--- src/sosc_cfg.svh ---
// Constants for the standby and output-state controller.
// Included by both ends; definitions only.
`ifndef SOSC_CFG_SVH
`define SOSC_CFG_SVH
// Device register offsets (12-bit address space)
`define SOSC_ADDR_STANDBY   12'h000
`define SOSC_ADDR_OUTCTL    12'h011
`define SOSC_ADDR_CORERST   12'h014
// Field positions inside the standby, output control and core restart registers
`define SOSC_STANDBY_LSB    0
`define SOSC_REFBUF_BIT     2
`define SOSC_OUTCTL_BIT     0
`define SOSC_CORERST_BIT    0
// Reset values
`define SOSC_STANDBY_RST    2'h3
`define SOSC_REFBUF_RST     1'h1
// Horizontal counter restart delay in master clock cycles
`define SOSC_HRESET_CYC     12
// Settle time before core restart, in microseconds, and clock rate in MHz
`define SOSC_SETTLE_US      100
`define SOSC_CLK_MHZ        250
`define SOSC_SETTLE_CYC     (`SOSC_SETTLE_US * `SOSC_CLK_MHZ)
// Host controller register offsets (byte addresses on Wishbone)
`define SOSC_WB_CTRL        4'h0
`define SOSC_WB_STAT        4'h4
`define SOSC_WB_WADDR       4'h8
`define SOSC_WB_WDATA       4'hc
`endif

--- src/sosc_pkg.sv ---
// Types shared by both ends of the standby and output-state controller.
// Assumes sosc_cfg.svh is on the include path.
package sosc_pkg;
  // Decoded power state
  typedef enum logic [1:0] {
    SOSC_NORMAL,
    SOSC_REF_STANDBY,
    SOSC_SHUTDOWN
  } sosc_power_t;
endpackage
--- src/sosc_if.sv ---
// Link between the host controller and the device end: a write port
// carrying address and data words, plus the two sync lines.
// Assumes both ends share clk, rst and the clock enable.
`timescale 1ns/1ps
interface sosc_if;
  logic        wr_valid;   // One-cycle register write strobe
  logic [11:0] wr_addr;    // Register address
  logic [27:0] wr_data;    // Register data
  logic        line_sync;  // Line sync, active low edge marks line
  logic        frame_sync; // Frame sync, active low edge marks frame

  modport device (
    input wr_valid,
    input wr_addr,
    input wr_data,
    input line_sync,
    input frame_sync
  );
  modport host (
    output wr_valid,
    output wr_addr,
    output wr_data,
    output line_sync,
    output frame_sync
  );
endinterface

--- src/sosc_device.sv ---
// Device end: standby decode, output priority and timing core control.
// Assumes writes and syncs are synchronous to clk (the master clock).
`timescale 1ns/1ps
`include "sosc_cfg.svh"
module sosc_device
  import sosc_pkg::*;
#(
  parameter int HCOUNT_W = 16  // Horizontal counter width
) (
  // Clock, reset, enable
  input  wire logic                clk,
  input  wire logic                rst,
  input  wire logic                ce,
  // Link from host and sync source
  sosc_if.device                   lnk,
  // Live pattern from the timing core
  input  wire logic [5:0]          pattern,
  input  wire logic [13:0]         pixel_in,
  // Horizontal and reset-gate pins, enable low means driving
  output logic      [5:0]          hclk_out,
  output logic      [5:0]          hclk_oe_n,
  // Pixel data
  output logic      [13:0]         pixel_data,
  // Status
  output logic                     afe_on,
  output logic                     ref_nodes_on,
  output logic                     core_on,
  output logic                     ref_buffer_on,
  output logic      [HCOUNT_W-1:0] hcount
);

  // Pin order in hclk_out: 0..3 horizontal clocks 1..4, 4 last, 5 reset gate
  localparam logic [5:0] IDLE_LEVEL = 6'h0a;  // Clocks 2 and 4 high

  logic [1:0]          standby;      // Standby field
  logic                refbuf_pd;    // Reference buffer power-down
  logic                outctl_pend;  // Written drive enable
  logic                outctl;       // Applied drive enable
  logic                core_run;     // Timing core running
  logic                line_d;       // Previous line sync
  logic                frame_d;      // Previous frame sync
  logic [3:0]          hdelay;       // Countdown to counter reset
  logic                hdelay_act;   // Countdown in progress
  sosc_power_t         power;        // Decoded state
  logic [5:0]          next_hclk;
  logic [5:0]          next_hoe_n;
  logic [13:0]         next_pixel;
  logic [1:0]          next_standby;
  logic                next_refbuf_pd;
  logic                next_outctl_pend;
  logic                next_outctl;
  logic                next_core_run;
  logic [3:0]          next_hdelay;
  logic                next_hdelay_act;
  logic [HCOUNT_W-1:0] next_hcount;
  logic                line_fall;
  logic                frame_fall;

  // Standby decode
  always_comb begin
    case (standby)
      2'h0:    power = SOSC_NORMAL;
      2'h1:    power = SOSC_REF_STANDBY;
      default: power = SOSC_SHUTDOWN;
    endcase
  end

  assign line_fall  = line_d & ~lnk.line_sync;
  assign frame_fall = frame_d & ~lnk.frame_sync;

  // Register writes, sync-gated enable and core restart
  always_comb begin
    next_standby     = standby;
    next_refbuf_pd   = refbuf_pd;
    next_outctl_pend = outctl_pend;
    next_outctl      = outctl;
    next_core_run    = core_run;
    if (lnk.wr_valid) begin
      case (lnk.wr_addr)
        `SOSC_ADDR_STANDBY: begin
          // Takes effect at once, as power functions must
          next_standby   = lnk.wr_data[`SOSC_STANDBY_LSB +: 2];
          next_refbuf_pd = lnk.wr_data[`SOSC_REFBUF_BIT];
        end
        `SOSC_ADDR_OUTCTL: begin
          next_outctl_pend = lnk.wr_data[`SOSC_OUTCTL_BIT];
        end
        `SOSC_ADDR_CORERST: begin
          // A zero stops the core; a one restarts it
          next_core_run = lnk.wr_data[`SOSC_CORERST_BIT];
        end
        default: begin
          // Other registers belong to other blocks
        end
      endcase
    end
    // Drive enable applies only on a sync boundary so a field is not torn
    if (line_fall || frame_fall)
      next_outctl = next_outctl_pend;
    // Shutdown stops the timing core outright
    if (next_standby[1])
      next_core_run = 1'b0;
  end

  // Horizontal counter restart pipeline
  always_comb begin
    next_hdelay     = hdelay;
    next_hdelay_act = hdelay_act;
    next_hcount     = hcount + 1'b1;
    if (line_fall) begin
      // Count starts at the fall; reset lands on the twelfth edge
      next_hdelay     = 4'(`SOSC_HRESET_CYC - 1);
      next_hdelay_act = 1'b1;
    end else if (hdelay_act) begin
      if (hdelay == 4'h1) begin
        next_hdelay_act = 1'b0;
        next_hcount     = '0;
      end
      next_hdelay = hdelay - 4'h1;
    end
    if (!core_run)
      next_hcount = '0;
  end

  // Output states by priority: shutdown, then drive enable, then standby
  always_comb begin
    next_hclk  = IDLE_LEVEL;
    next_hoe_n = 6'h00;
    next_pixel = 14'h0000;
    if (power == SOSC_SHUTDOWN) begin
      next_hclk  = 6'h00;
      next_hoe_n = 6'h3f;
      next_pixel = 14'h0000;
    end else if (!outctl) begin
      next_hclk = IDLE_LEVEL;
    end else if (power == SOSC_REF_STANDBY) begin
      // Enable wins only in the sense that outputs stay idle-driven
      next_hclk = IDLE_LEVEL;
    end else if (core_run) begin
      next_hclk  = pattern;
      next_pixel = pixel_in;
    end
  end

  // Register all state
  always_ff @(posedge clk or posedge rst) begin
    if (rst) begin
      standby     <= `SOSC_STANDBY_RST;
      refbuf_pd   <= `SOSC_REFBUF_RST;
      outctl_pend <= 1'b0;
      outctl      <= 1'b0;
      core_run    <= 1'b0;
      line_d      <= 1'b1;
      frame_d     <= 1'b1;
      hdelay      <= 4'h0;
      hdelay_act  <= 1'b0;
      hcount      <= '0;
      hclk_out    <= 6'h00;
      hclk_oe_n   <= 6'h3f;
      pixel_data  <= 14'h0000;
    end else if (ce) begin
      standby     <= next_standby;
      refbuf_pd   <= next_refbuf_pd;
      outctl_pend <= next_outctl_pend;
      outctl      <= next_outctl;
      core_run    <= next_core_run;
      line_d      <= lnk.line_sync;
      frame_d     <= lnk.frame_sync;
      hdelay      <= next_hdelay;
      hdelay_act  <= next_hdelay_act;
      hcount      <= next_hcount;
      hclk_out    <= next_hclk;
      hclk_oe_n   <= next_hoe_n;
      pixel_data  <= next_pixel;
    end
  end

  // Status views of the power state
  assign afe_on        = (power == SOSC_NORMAL);
  assign ref_nodes_on  = (power != SOSC_SHUTDOWN);
  assign core_on       = core_run;
  assign ref_buffer_on = ~refbuf_pd & (power != SOSC_SHUTDOWN);

endmodule

--- src/flat_wrapper.sv ---
// flat-port wrapper written by rule: the top's interface ports become plain ports
module sosc_device_flat import sosc_pkg::*;
#(
  parameter int HCOUNT_W = 16                             
)
  (clk, rst, ce, pattern, pixel_in, hclk_out, hclk_oe_n, pixel_data, afe_on, ref_nodes_on, core_on, ref_buffer_on, hcount, lnk_wr_valid, lnk_wr_addr, lnk_wr_data, lnk_line_sync, lnk_frame_sync);
  sosc_if lnk_i ();
  input  wire logic clk;
  input  wire logic rst;
  input  wire logic ce;
  input  wire logic [5:0] pattern;
  input  wire logic [13:0] pixel_in;
  output logic      [5:0] hclk_out;
  output logic      [5:0] hclk_oe_n;
  output logic      [13:0] pixel_data;
  output logic afe_on;
  output logic ref_nodes_on;
  output logic core_on;
  output logic ref_buffer_on;
  output logic      [HCOUNT_W-1:0] hcount;
  input wire logic [$bits(lnk_i.wr_valid)-1:0] lnk_wr_valid;
  input wire logic [$bits(lnk_i.wr_addr)-1:0] lnk_wr_addr;
  input wire logic [$bits(lnk_i.wr_data)-1:0] lnk_wr_data;
  input wire logic [$bits(lnk_i.line_sync)-1:0] lnk_line_sync;
  input wire logic [$bits(lnk_i.frame_sync)-1:0] lnk_frame_sync;
  assign lnk_i.wr_valid = lnk_wr_valid;
  assign lnk_i.wr_addr = lnk_wr_addr;
  assign lnk_i.wr_data = lnk_wr_data;
  assign lnk_i.line_sync = lnk_line_sync;
  assign lnk_i.frame_sync = lnk_frame_sync;
  sosc_device #(.HCOUNT_W(HCOUNT_W)) u_core (.clk(clk), .rst(rst), .ce(ce), .lnk(lnk_i), .pattern(pattern), .pixel_in(pixel_in), .hclk_out(hclk_out), .hclk_oe_n(hclk_oe_n), .pixel_data(pixel_data), .afe_on(afe_on), .ref_nodes_on(ref_nodes_on), .core_on(core_on), .ref_buffer_on(ref_buffer_on), .hcount(hcount));
endmodule
--- config.mk ---
export PLATFORM = sky130hd
export DESIGN_NAME = sosc_device_flat
export DESIGN_NICKNAME = d
export VERILOG_FILES = /design/src/sosc_pkg.sv /design/src/sosc_if.sv /design/src/sosc_device.sv /design/src/flat_wrapper.sv
export VERILOG_INCLUDE_DIRS = /design/src /design/src/src
export SDC_FILE = /design/constraint.sdc
export NUM_CORES = 1
export LEC_CHECK = 0
export ABC_CLOCK_PERIOD_IN_PS = 2100
export BUFFER_PORTS_ARGS = -buffer_cell sky130_fd_sc_hd__buf_2
export CAP_MARGIN = 20
export CORE_MARGIN = 2
export CORE_UTILIZATION = 35
export CTS_CLUSTER_DIAMETER = 60
export CTS_CLUSTER_SIZE = 30
export DETAILED_ROUTE_END_ITERATION = 10
export PLACE_DENSITY = 0.69
export SYNTH_ARGS = -nofsm -noshare
export SYNTH_HDL_FRONTEND = slang
export SYNTH_SLANG_ARGS = --single-unit
--- constraint.sdc ---
create_clock -name clk -period 2.1 [get_ports clk]
set_clock_uncertainty 0.15 [all_clocks]
set_input_delay 0.315 -clock clk [delete_from_list [all_inputs] [get_ports clk]]
set_output_delay 0.315 -clock clk [all_outputs]
set_load 0.005 [all_outputs]
==> flow_metrics.tcl, run 1 <==
set metrics [dict create \
    crit_required_ns 2.14 \
    routabilityCongestion 0.777 \
    async_reset_ff_share_pct 100 \
    syn_area_per_cell_um2 11.0 \
    place_ws_ns 0.0441 \
    drv_cap 0 \
    crit_chain "inv_2 > ha_1 > or3b_4 > o31a_1 > buf_4 > a21oi_1 > o22ai_1" \
    synthFlopType "dfrtp_1" \
    rrSetupSlack_ns 0.14 \
    peakVddDrop_v 0.000317 \
    hold_viol_final 0 \
    cp-endpoint "u_core.hcount[3]" \
    clock.fmax_ghz 0.510 \
    slowest_delay_ns 0.39 \
    cp-end-kind "flop" \
    yosysSeqAreaShare_pct 52.5 \
    numCtsBuffers 5 \
    post_drt_wl_per_cell_um 13.6 \
    ys_ff_latch 50 \
    maxSlewHeadroom_pct 68.1 \
    die_x_um 86.8 \
    io_pins 112 \
    diodes 0 \
    startpoint "u_core.hdelay[1]" \
    yosysUniqueCellTypes 45 \
    grt_max_degree 23 \
    path_clk_slew_ns 0.09 \
    design_power_total_w 0.00226 \
    min_period_ns 1.96 \
    cts_root_buffer "clkbuf_8" \
    crit_fanout 4 \
    grt_usage_pct 15.5 \
    outcome "finished clean" \
    cts_buffer_depth 2 \
    grt_pass1_vias 2022 \
    fin_crit_sh_pct 93.3 \
    cp_data_arrival_time_ns 2.00 \
    syn_inst 217 \
    core_mm2 0.00672 \
    nNetsFinal 378 \
    critPathLaunchType "flop" \
    r2r_cells 7 \
    clkSinkCount 50 \
    vias 2013 \
    critPathKind "reg2reg" \
    rsz0062_at_grt "no" \
    overflow 0 \
    r2r-start "u_core.hdelay[1]" \
    tns_ns 0 \
    fin_ws_ns 0.141 \
    tightest_slew_ns 0.477 \
    synth_area_mm2 0.00240 \
    drive_above_1_share_pct 41.3 \
    h-tree-depth 2 \
    drtAntennaViolNets 0 \
    drc 0 \
    hp-class "in2reg" \
    die_height_um 86.8 \
    portBuffers 86 \
    drt_iter0_markers 33 \
    areaGrowthSynthToFinish_pct 27.8 \
    yosys_warnings 0 \
    hpwl_mm 4.02 \
    routed_wirelength_mm 5.31 \
    leakagePower_nw 1.51 \
    antenna_found_initial 0 \
    rows 30 \
    setup_viol 0 \
    synth-edff-count 0 \
    dr.pass1.iters 4 \
    avgViaCountPerCell 5.16 \
    grt_pass1_wl_mm 9.09 \
    syn-num-nets 286 \
    dieArea_mm2 0.00753 \
    clock_latency_ns 0.30 \
    p_per_area_mw_per_mm2 738 \
    r2r-end "u_core.hcount[3]" \
    cts_tree "done" \
    start_util_pct 35.7 \
    cpMaxStageDelayCell "dfrtp_1" \
    maxSlewViolCount 0 \
]
==> placed cells by master, fill, tap and decap left out, types with 2 or more instances in the layout <==
cell type / count
or4b_1: 2
buf_4: 9
clkinv_2: 2
a21oi_1: 5
nand2b_1: 3
and4_1: 3
o311ai_0: 2
clkbuf_8: 5
nor2b_1: 2
nor2_1: 17
buf_2: 86
xnor2_1: 8
or4_4: 2
o22ai_1: 2
mux2_2: 4
inv_1: 8
nand2_1: 13
o21ai_0: 13
a22o_1: 18
o2bb2ai_1: 2
nand3_1: 6
mux2_4: 3
a32o_1: 2
nor3_1: 5
dfrtp_1: 44
mux2i_1: 3
or3_1: 2
nor4_1: 3
ha_1: 3
inv_2: 3
nand4_1: 5
dfstp_2: 6
nor4_4: 2
==> layer usage <==
metal | global-route usage (%) | vias to the layer above | part of all wire (%)
li1 | - | 971 | -
met4 | 4.97 | 0 | 1.2
met2 | 26.9 | 55 | 49
met1 | 18.8 | 982 | 45
met3 | 3.81 | 5 | 4.8
met5 | 0 | - | 0
==> where the power goes <==
part | total [W] | switching [W] | leakage [nW] | internal (W)
Sequential | 0.00118 | 0.000115 | 0.644 | 0.00106
Clock | 0.000665 | 0.000314 | 0.0579 | 0.000351
Combinational | 0.000423 | 0.000214 | 0.804 | 0.000209
==> cells by family after synthesis <==
kind of cell               synth area share [%]
AOI/OAI and AO/OA                          15.2
xor gates and xnor gates                   2.92
adders and majority gates                  1.57
buffers and inverters                      4.49
DFF                                        52.5
muxes                                      5.48
and+or+nand+nor                            17.9
==> critical path, delay by kind of cell, from the launching register on <==
family / cells / cell delay, ns
simple gates: 1 / 0.38
buf+inv: 2 / 0.23
compound gates: 3 / 0.57
fa+ha+maj: 1 / 0.13
flops: 1 / 0.39
==> registers in the layout, indices dropped and copies added, names as in the netlist, 2 cells and up <==
register and count:
u_core.hcount 16, u_core.pixel_data 14, u_core.standby 2, u_core.hclk_out 6, u_core.hdelay 4
==> cell type report <==
cell class                      count  area (µm²)
Fill cell                         642        3650
Sequential cell                    50        1260
Multi-Input combinational cell    144        1040
Timing Repair Buffer               97         519
Tap cell                           80         100
Clock buffer                        5        68.8
Inverter                           11        41.3
Clock inverter                      3        40.0
==> cells in the mapped netlist, types with 3 or more instances <==
cell type,count,share of area [%]
inv_1,10,1.6
xnor2_1,8,2.9
nand2b_1,3,0.78
nand2_1,13,2.0
dfrtp_1,44,46
clkbuf_1,5,0.78
and4_1,3,1.1
nand3_1,6,1.3
nor2_1,18,2.8
ha_1,3,1.6
a22o_1,18,6.6
buf_4,5,1.6
o21ai_0,13,2.7
nor4_1,3,0.78
a21oi_1,5,1.0
dfstp_2,6,6.6
nand4_1,5,1.3
mux2_4,3,1.9
mux2_2,4,1.9
mux2i_1,3,1.3
nor3_1,5,1.0
==> timing repair <==
item | in CTS | in global routing
endpoints found under the hold margin | 14 | 0
hold buffers | 1 | 0
buffers inserted | 0 | 1
setup endpoints to repair | 0 | 12
gates resized for setup | 0 | 4
==> worst min path at each step <==
| stage | from | end | slack (ns) | depth (start not counted) |
|---|---|---|---|---|
| after floorplan | pattern[0] | u_core.hclk_out[0] | 0.29 | 1 |
| after global placement | rst | u_core.hcount[15] | 0.21 | 2 |
| after detailed placement | rst | u_core.hcount[15] | 0.22 | 2 |
| after CTS | pixel_in[1] | u_core.pixel_data[1] | 0.06 | 2 |
| after global routing | pixel_in[10] | u_core.pixel_data[10] | 0.06 | 2 |
| final | pixel_in[1] | u_core.pixel_data[1] | 0.07 | 2 |
==> per-stage QoR <==
| stage | hold WS, ns | utilization (%) | instances | cell area, µm² |
|---|---|---|---|---|
| 3_5_place_dp | 0.221 | 43.6 | 380 | 2930 |
| 3_3_place_gp | 0.214 | 43.6 | 380 | 2930 |
| 6_report | 0.0711 | 45.6 | 390 | 3060 |
| 5_1_grt | 0.0607 | 45.6 | 390 | 3060 |
| 2_1_floorplan | 0.293 | - | 217 | 2400 |
| 4_1_cts | 0.0590 | 45.4 | 389 | 3050 |
Note: power is estimated with default switching activity, not from simulation.
==> inputs of run 2 (changes only) <==
--- a/config.mk
+++ b/config.mk
@@ -10,11 +10,11 @@
 export BUFFER_PORTS_ARGS = -buffer_cell sky130_fd_sc_hd__buf_2
 export CAP_MARGIN = 20
 export CORE_MARGIN = 2
-export CORE_UTILIZATION = 35
+export CORE_UTILIZATION = 42
 export CTS_CLUSTER_DIAMETER = 60
 export CTS_CLUSTER_SIZE = 30
 export DETAILED_ROUTE_END_ITERATION = 10
-export PLACE_DENSITY = 0.69
+export PLACE_DENSITY = 0.8
 export SYNTH_ARGS = -nofsm -noshare
 export SYNTH_HDL_FRONTEND = slang
 export SYNTH_SLANG_ARGS = --single-unit
==> run 2 against run 1 <==
Net effect:
- count of clock-buffer cells in the layout grew 2
- clock power decreased by 14%
- combinational power up 4%
- register-to-register slack worse by 0.09 ns
- critical path type unchanged
- worst hold slack worse by 0.0045 ns
- critical endpoint is now u_core.hcount[2]
- sequential cell count unchanged
==> flow_metrics.tcl, run 2 (same netlist as run 1, synthesis figures left out) <==
set metrics [dict create \
    cts_root_buffer "clkbuf_8" \
    maxSlewViolCount 0 \
    drtAntennaViolNets 0 \
    rows 27 \
    clock.fmax_ghz 0.487 \
    vias 2015 \
    antenna_found_initial 0 \
    hp-class "in2reg" \
    r2r-end "u_core.hcount[2]" \
    routed_wirelength_mm 5.30 \
    h-tree-depth 2 \
    grt_pass1_vias 1881 \
    critPathKind "reg2reg" \
    path_clk_slew_ns 0.09 \
    maxSlewHeadroom_pct 71.4 \
    drv_cap 0 \
    crit_top_cell "buf_4" \
    cp_num_buf_inv 3 \
    io_pins 112 \
    startpoint "u_core.hdelay[1]" \
    crit_fanout 4 \
    r2r_cells 8 \
    dieArea_mm2 0.00633 \
    hold_viol_final 0 \
    core_mm2 0.00551 \
    cp-endpoint "u_core.hcount[2]" \
    p_per_area_mw_per_mm2 715 \
    crit_chain "inv_2 > ha_1 > or3b_4 > o31a_1 > buf_4 > buf_4 > nand2_1 > o2bb2ai_1" \
    diodes 0 \
    numCtsBuffers 5 \
    slowest_delay_ns 0.40 \
    drive_above_1_share_pct 41.5 \
    dr.pass1.iters 4 \
    combPwrFrac_pct 20.2 \
    post_drt_wl_per_cell_um 13.8 \
    fin_ws_ns 0.0463 \
    final_cell_mix "buf_2 (87), dfrtp_1 (44), a22o_1 (18), nor2_1 (17)" \
    grt_pass1_wl_mm 8.38 \
    swShare_pct 29.2 \
    final_common_cell "buf_2" \
    p_seq_share_pct 53.8 \
    finish.utilization_pct 55.7 \
    crit_cells 8 \
    cp_data_arrival_time_ns 2.10 \
    hpwl_mm 3.81 \
    peakVddDrop_v 0.000344 \
    tightest_slew_ns 0.428 \
    crit_required_ns 2.15 \
    die_x_um 79.6 \
    avgViaCountPerCell 5.23 \
    setup_viol 0 \
    grt_max_degree 32 \
    internal_power_w 0.00155 \
    largest_register "u_core.hcount" \
    portBuffers 86 \
    areaGrowthSynthToFinish_pct 27.9 \
    cts_buffer_depth 2 \
    min_period_ns 2.05 \
    hold_start "pattern[2]" \
    hold_slack_ns 0.0665 \
    clkSinkCount 50 \
    fin_crit_sh_pct 97.8 \
    grt_usage_pct 16.9 \
    path_delay_family "simple AND/OR/NAND/NOR gates" \
    switching_power_w 0.000640 \
    cts_tree "done" \
    critPathLaunchType "flop" \
    routabilityCongestion 0.750 \
    place_ws_ns 0.0284 \
    rrSetupSlack_ns 0.05 \
    overflow 0 \
    outcome "finished clean" \
    r2r-start "u_core.hdelay[1]" \
    cp-end-kind "flop" \
    drt_iter0_markers 102 \
    reg_top3 "u_core.hcount (16), u_core.pixel_data (14), u_core.hclk_out (6)" \
    p_clk_share_pct 26.1 \
    tns_ns 0 \
    die_height_um 79.6 \
    cpMaxStageDelayCell "dfrtp_1" \
    nNetsFinal 381 \
    clock_latency_ns 0.30 \
    drc 0 \
    largest_register_ffs 16 \
    start_util_pct 43.5 \
    leakagePower_nw 1.51 \
]
==> run 2: final cells by class <==
class	instances	area, µm²
Clock inverter	1	5.00
Fill cell	477	2440
Multi-Input combinational cell	144	1040
Timing Repair Buffer	100	548
Sequential cell	50	1260
Tap cell	72	90.1
Inverter	11	41.3
Clock buffer	7	86.3
==> run 2: what timing repair did <==
item | CTS | global route
hold buffers | 1 | 0
endpoints found under the hold margin | 19 | 0
resized for setup | 0 | 4
setup buffers | 0 | 4
setup endpoints to repair | 0 | 13
==> run 2: routing by layer <==
metal / GRT usage [%] / up-vias / wire length [µm]
met5: 0 / - / 0
met4: 6.21 / 0 / 89
met3: 4.86 / 10 / 277
met2: 29.0 / 58 / 2620
met1: 20.1 / 967 / 2310
li1: - / 980 / -
==> run 2: power groups by stage <==
stage | Clock, W | Sequential [W] | Combinational [W]
after floorplan | 0 | 0.00117 | 0.000248
after global placement | 0 | 0.00118 | 0.000392
after detailed placement | 0 | 0.00119 | 0.000411
after CTS | 0.000589 | 0.00117 | 0.000413
after global routing | 0.000628 | 0.00119 | 0.000490
final | 0.000571 | 0.00118 | 0.000442
==> run 2: through the flow <==
stage / power (W) / cells / area [µm²]
global placement: 0.00158 / 371 / 2920
floorplan: 0.00142 / 217 / 2400
detailed placement: 0.00160 / 371 / 2920
finish: 0.00219 / 385 / 3070
global route: 0.00231 / 385 / 3070
CTS: 0.00217 / 380 / 3030
==> run 2: worst min path at each step <==
stage | endpoint | slack, ns | cells after the start
2_1_floorplan | u_core.hclk_out[0] | 0.29 | 1
3_3_place_gp | u_core.pixel_data[0] | 0.18 | 2
3_5_place_dp | u_core.pixel_data[0] | 0.19 | 2
4_1_cts | u_core.hclk_out[2] | 0.06 | 2
5_1_grt | u_core.pixel_data[10] | 0.06 | 2
6_report | u_core.hclk_out[2] | 0.07 | 2
==> inputs of run 3 (changes only) <==
--- a/config.mk
+++ b/config.mk
@@ -9,9 +9,10 @@
 export ABC_CLOCK_PERIOD_IN_PS = 2100
 export BUFFER_PORTS_ARGS = -buffer_cell sky130_fd_sc_hd__buf_2
 export CAP_MARGIN = 20
+export CORE_ASPECT_RATIO = 1.2
 export CORE_MARGIN = 2
 export CORE_UTILIZATION = 42
-export CTS_CLUSTER_DIAMETER = 60
+export CTS_CLUSTER_DIAMETER = 120
 export CTS_CLUSTER_SIZE = 30
 export DETAILED_ROUTE_END_ITERATION = 10
 export PLACE_DENSITY = 0.8
==> run 3 against run 2 <==
Net effect:
- sequential power about the same
- critical path depth down 1
- non-clock buffer count down 2
- worst hold slack improved by 0.0020 ns
- register-to-register slack got worse by 0.03 ns
==> flow_metrics.tcl, run 3 (same netlist as run 1, synthesis figures left out) <==
set metrics [dict create \
    areaGrowthSynthToFinish_pct 27.6 \
    cts_buffer_depth 2 \
    rsz0062_at_grt "yes" \
    final_cells 375 \
    h-tree-depth 2 \
    vias 2068 \
    path_delay_family "compound AO/OA/AOI/OAI gates" \
    slowest_delay_ns 0.40 \
    path_clk_slew_ns 0.09 \
    critPathLaunchType "flop" \
    routed_wirelength_mm 5.41 \
    design_area_mm2 0.00306 \
    hpwl_mm 4.01 \
    nNetsFinal 379 \
    outcome "finished clean" \
    dp.cells 362 \
    overflow 0 \
    drt_iter0_markers 88 \
    start_util_pct 42.9 \
    hp-class "in2reg" \
    avgViaCountPerCell 5.51 \
    design_power_total_w 0.00224 \
    diodes 0 \
    leakagePower_nw 1.51 \
    drc 0 \
    antenna_found_initial 0 \
    tns_ns 0 \
    postPlaceCellArea_mm2 0.00291 \
    crit_required_ns 2.14 \
    core_mm2 0.00559 \
    cp-end-kind "flop" \
    cpMaxStageDelayCell "dfrtp_1" \
    critPathKind "reg2reg" \
    crit_fanout 3 \
    tightest_slew_ns 0.418 \
    crit_chain "inv_2 > ha_1 > or3b_4 > o31a_1 > buf_4 > a21o_1 > a32o_1" \
    final_common_cell "buf_2" \
    hold_viol_final 0 \
    cts_root_buffer "clkbuf_8" \
    drive_above_1_share_pct 41.5 \
    routabilityCongestion 0.811 \
    drtAntennaViolNets 0 \
    numCtsBuffers 5 \
    fin_crit_sh_pct 99.5 \
    largest_register_ffs 16 \
    drv_cap 0 \
    die_x_um 73.0 \
    grt_usage_pct 17.3 \
    cts_tree "done" \
    maxSlewHeadroom_pct 72.1 \
    dr.pass1.iters 5 \
    setup_viol 0 \
    grt_pass1_vias 1878 \
    peakVddDrop_v 0.000298 \
    cp_data_arrival_time_ns 2.13 \
    die_height_um 86.8 \
    min_period_ns 2.09 \
    clock.fmax_ghz 0.479 \
    dieArea_mm2 0.00633 \
    maxSlewViolCount 0 \
    clock_latency_ns 0.30 \
    rows 30 \
    grt_pass1_wl_mm 8.60 \
    clkSinkCount 50 \
    p_per_area_mw_per_mm2 732 \
    largest_register "u_core.hcount" \
    io_pins 112 \
    portBuffers 86 \
    reg_top3 "u_core.hcount (16), u_core.pixel_data (14), u_core.hclk_out (6)" \
    grt_max_degree 33 \
    final_cell_mix "buf_2 (87), dfrtp_1 (44), a22o_1 (18), nor2_1 (17)" \
    post_drt_wl_per_cell_um 14.4 \
    cp_num_buf_inv 2 \
]
## run 3: changes by cell type in the layout (fill, tap and decap cells not counted)
cell	delta
buf_4	-3
buf_6	+1
clkbuf_1	-1
clkbuf_8	+1
clkinv_2	-1
clkinv_4	+1
## run 3: path summary, 6_finish.rpt
check                                 startpoint              endpoint  slack (ns)  cells after the start
worst max-delay path            u_core.hdelay[1]      u_core.hcount[4]        0.01                      7
worst min-delay path                 pixel_in[2]  u_core.pixel_data[2]        0.07                      2
worst max register to register  u_core.hdelay[1]      u_core.hcount[4]        0.01                      7
worst min register to register     u_core.outctl         u_core.outctl        0.35                      2
max in group asynchronous                    rst         u_core.line_d        0.82                      4
min in group asynchronous                    rst  u_core.pixel_data[6]        0.39                      3
## run 3: metal layers
| layer | routed length [µm] | GRT usage, % | part of all wire, % |
|---|---|---|---|
| met1 | 2230 | 21.0 | 41 |
| met2 | 2920 | 30.3 | 54 |
| met3 | 198 | 3.49 | 3.7 |
| met4 | 69 | 5.56 | 1.3 |
| met5 | 0 | 0 | 0 |
## run 3: power breakdown
group          internal [W]  switching (W)  leakage (nW)
combinational      0.000218       0.000215         0.813
sequential          0.00106       0.000118         0.644
clock              0.000302       0.000324        0.0544
## run 3: stage by stage
| step | hold slack [ns] | setup slack [ns] | util (%) |
|---|---|---|---|
| after global placement | 0.183 | 0.0912 | 52.0 |
| after global routing | 0.0564 | -0.0285 | 54.7 |
| after CTS | 0.0578 | 0.0289 | 54.0 |
| after detailed placement | 0.183 | 0.0557 | 52.0 |
| final | 0.0685 | 0.0115 | 54.7 |
| after floorplan | 0.293 | 0.157 | - |
## run 3: layout make-up
| cell class | count | area (µm²) |
|---|---|---|
| flip-flops and latches | 50 | 1260 |
| clock buffers | 7 | 96.3 |
| fillers | 506 | 2530 |
| repair buffers | 98 | 537 |
| clock inverters | 1 | 8.76 |
| multi-input cells | 144 | 1040 |
| well taps | 64 | 80.1 |
| inverters | 11 | 41.3 |
## run 3: repair_timing
item                                   in CTS  in global routing
resized for setup                           0                  5
buffers inserted                            0                  3
hold buffers                                1                  0
endpoints found under the hold margin      18                  0
setup endpoints to repair                   0                 14
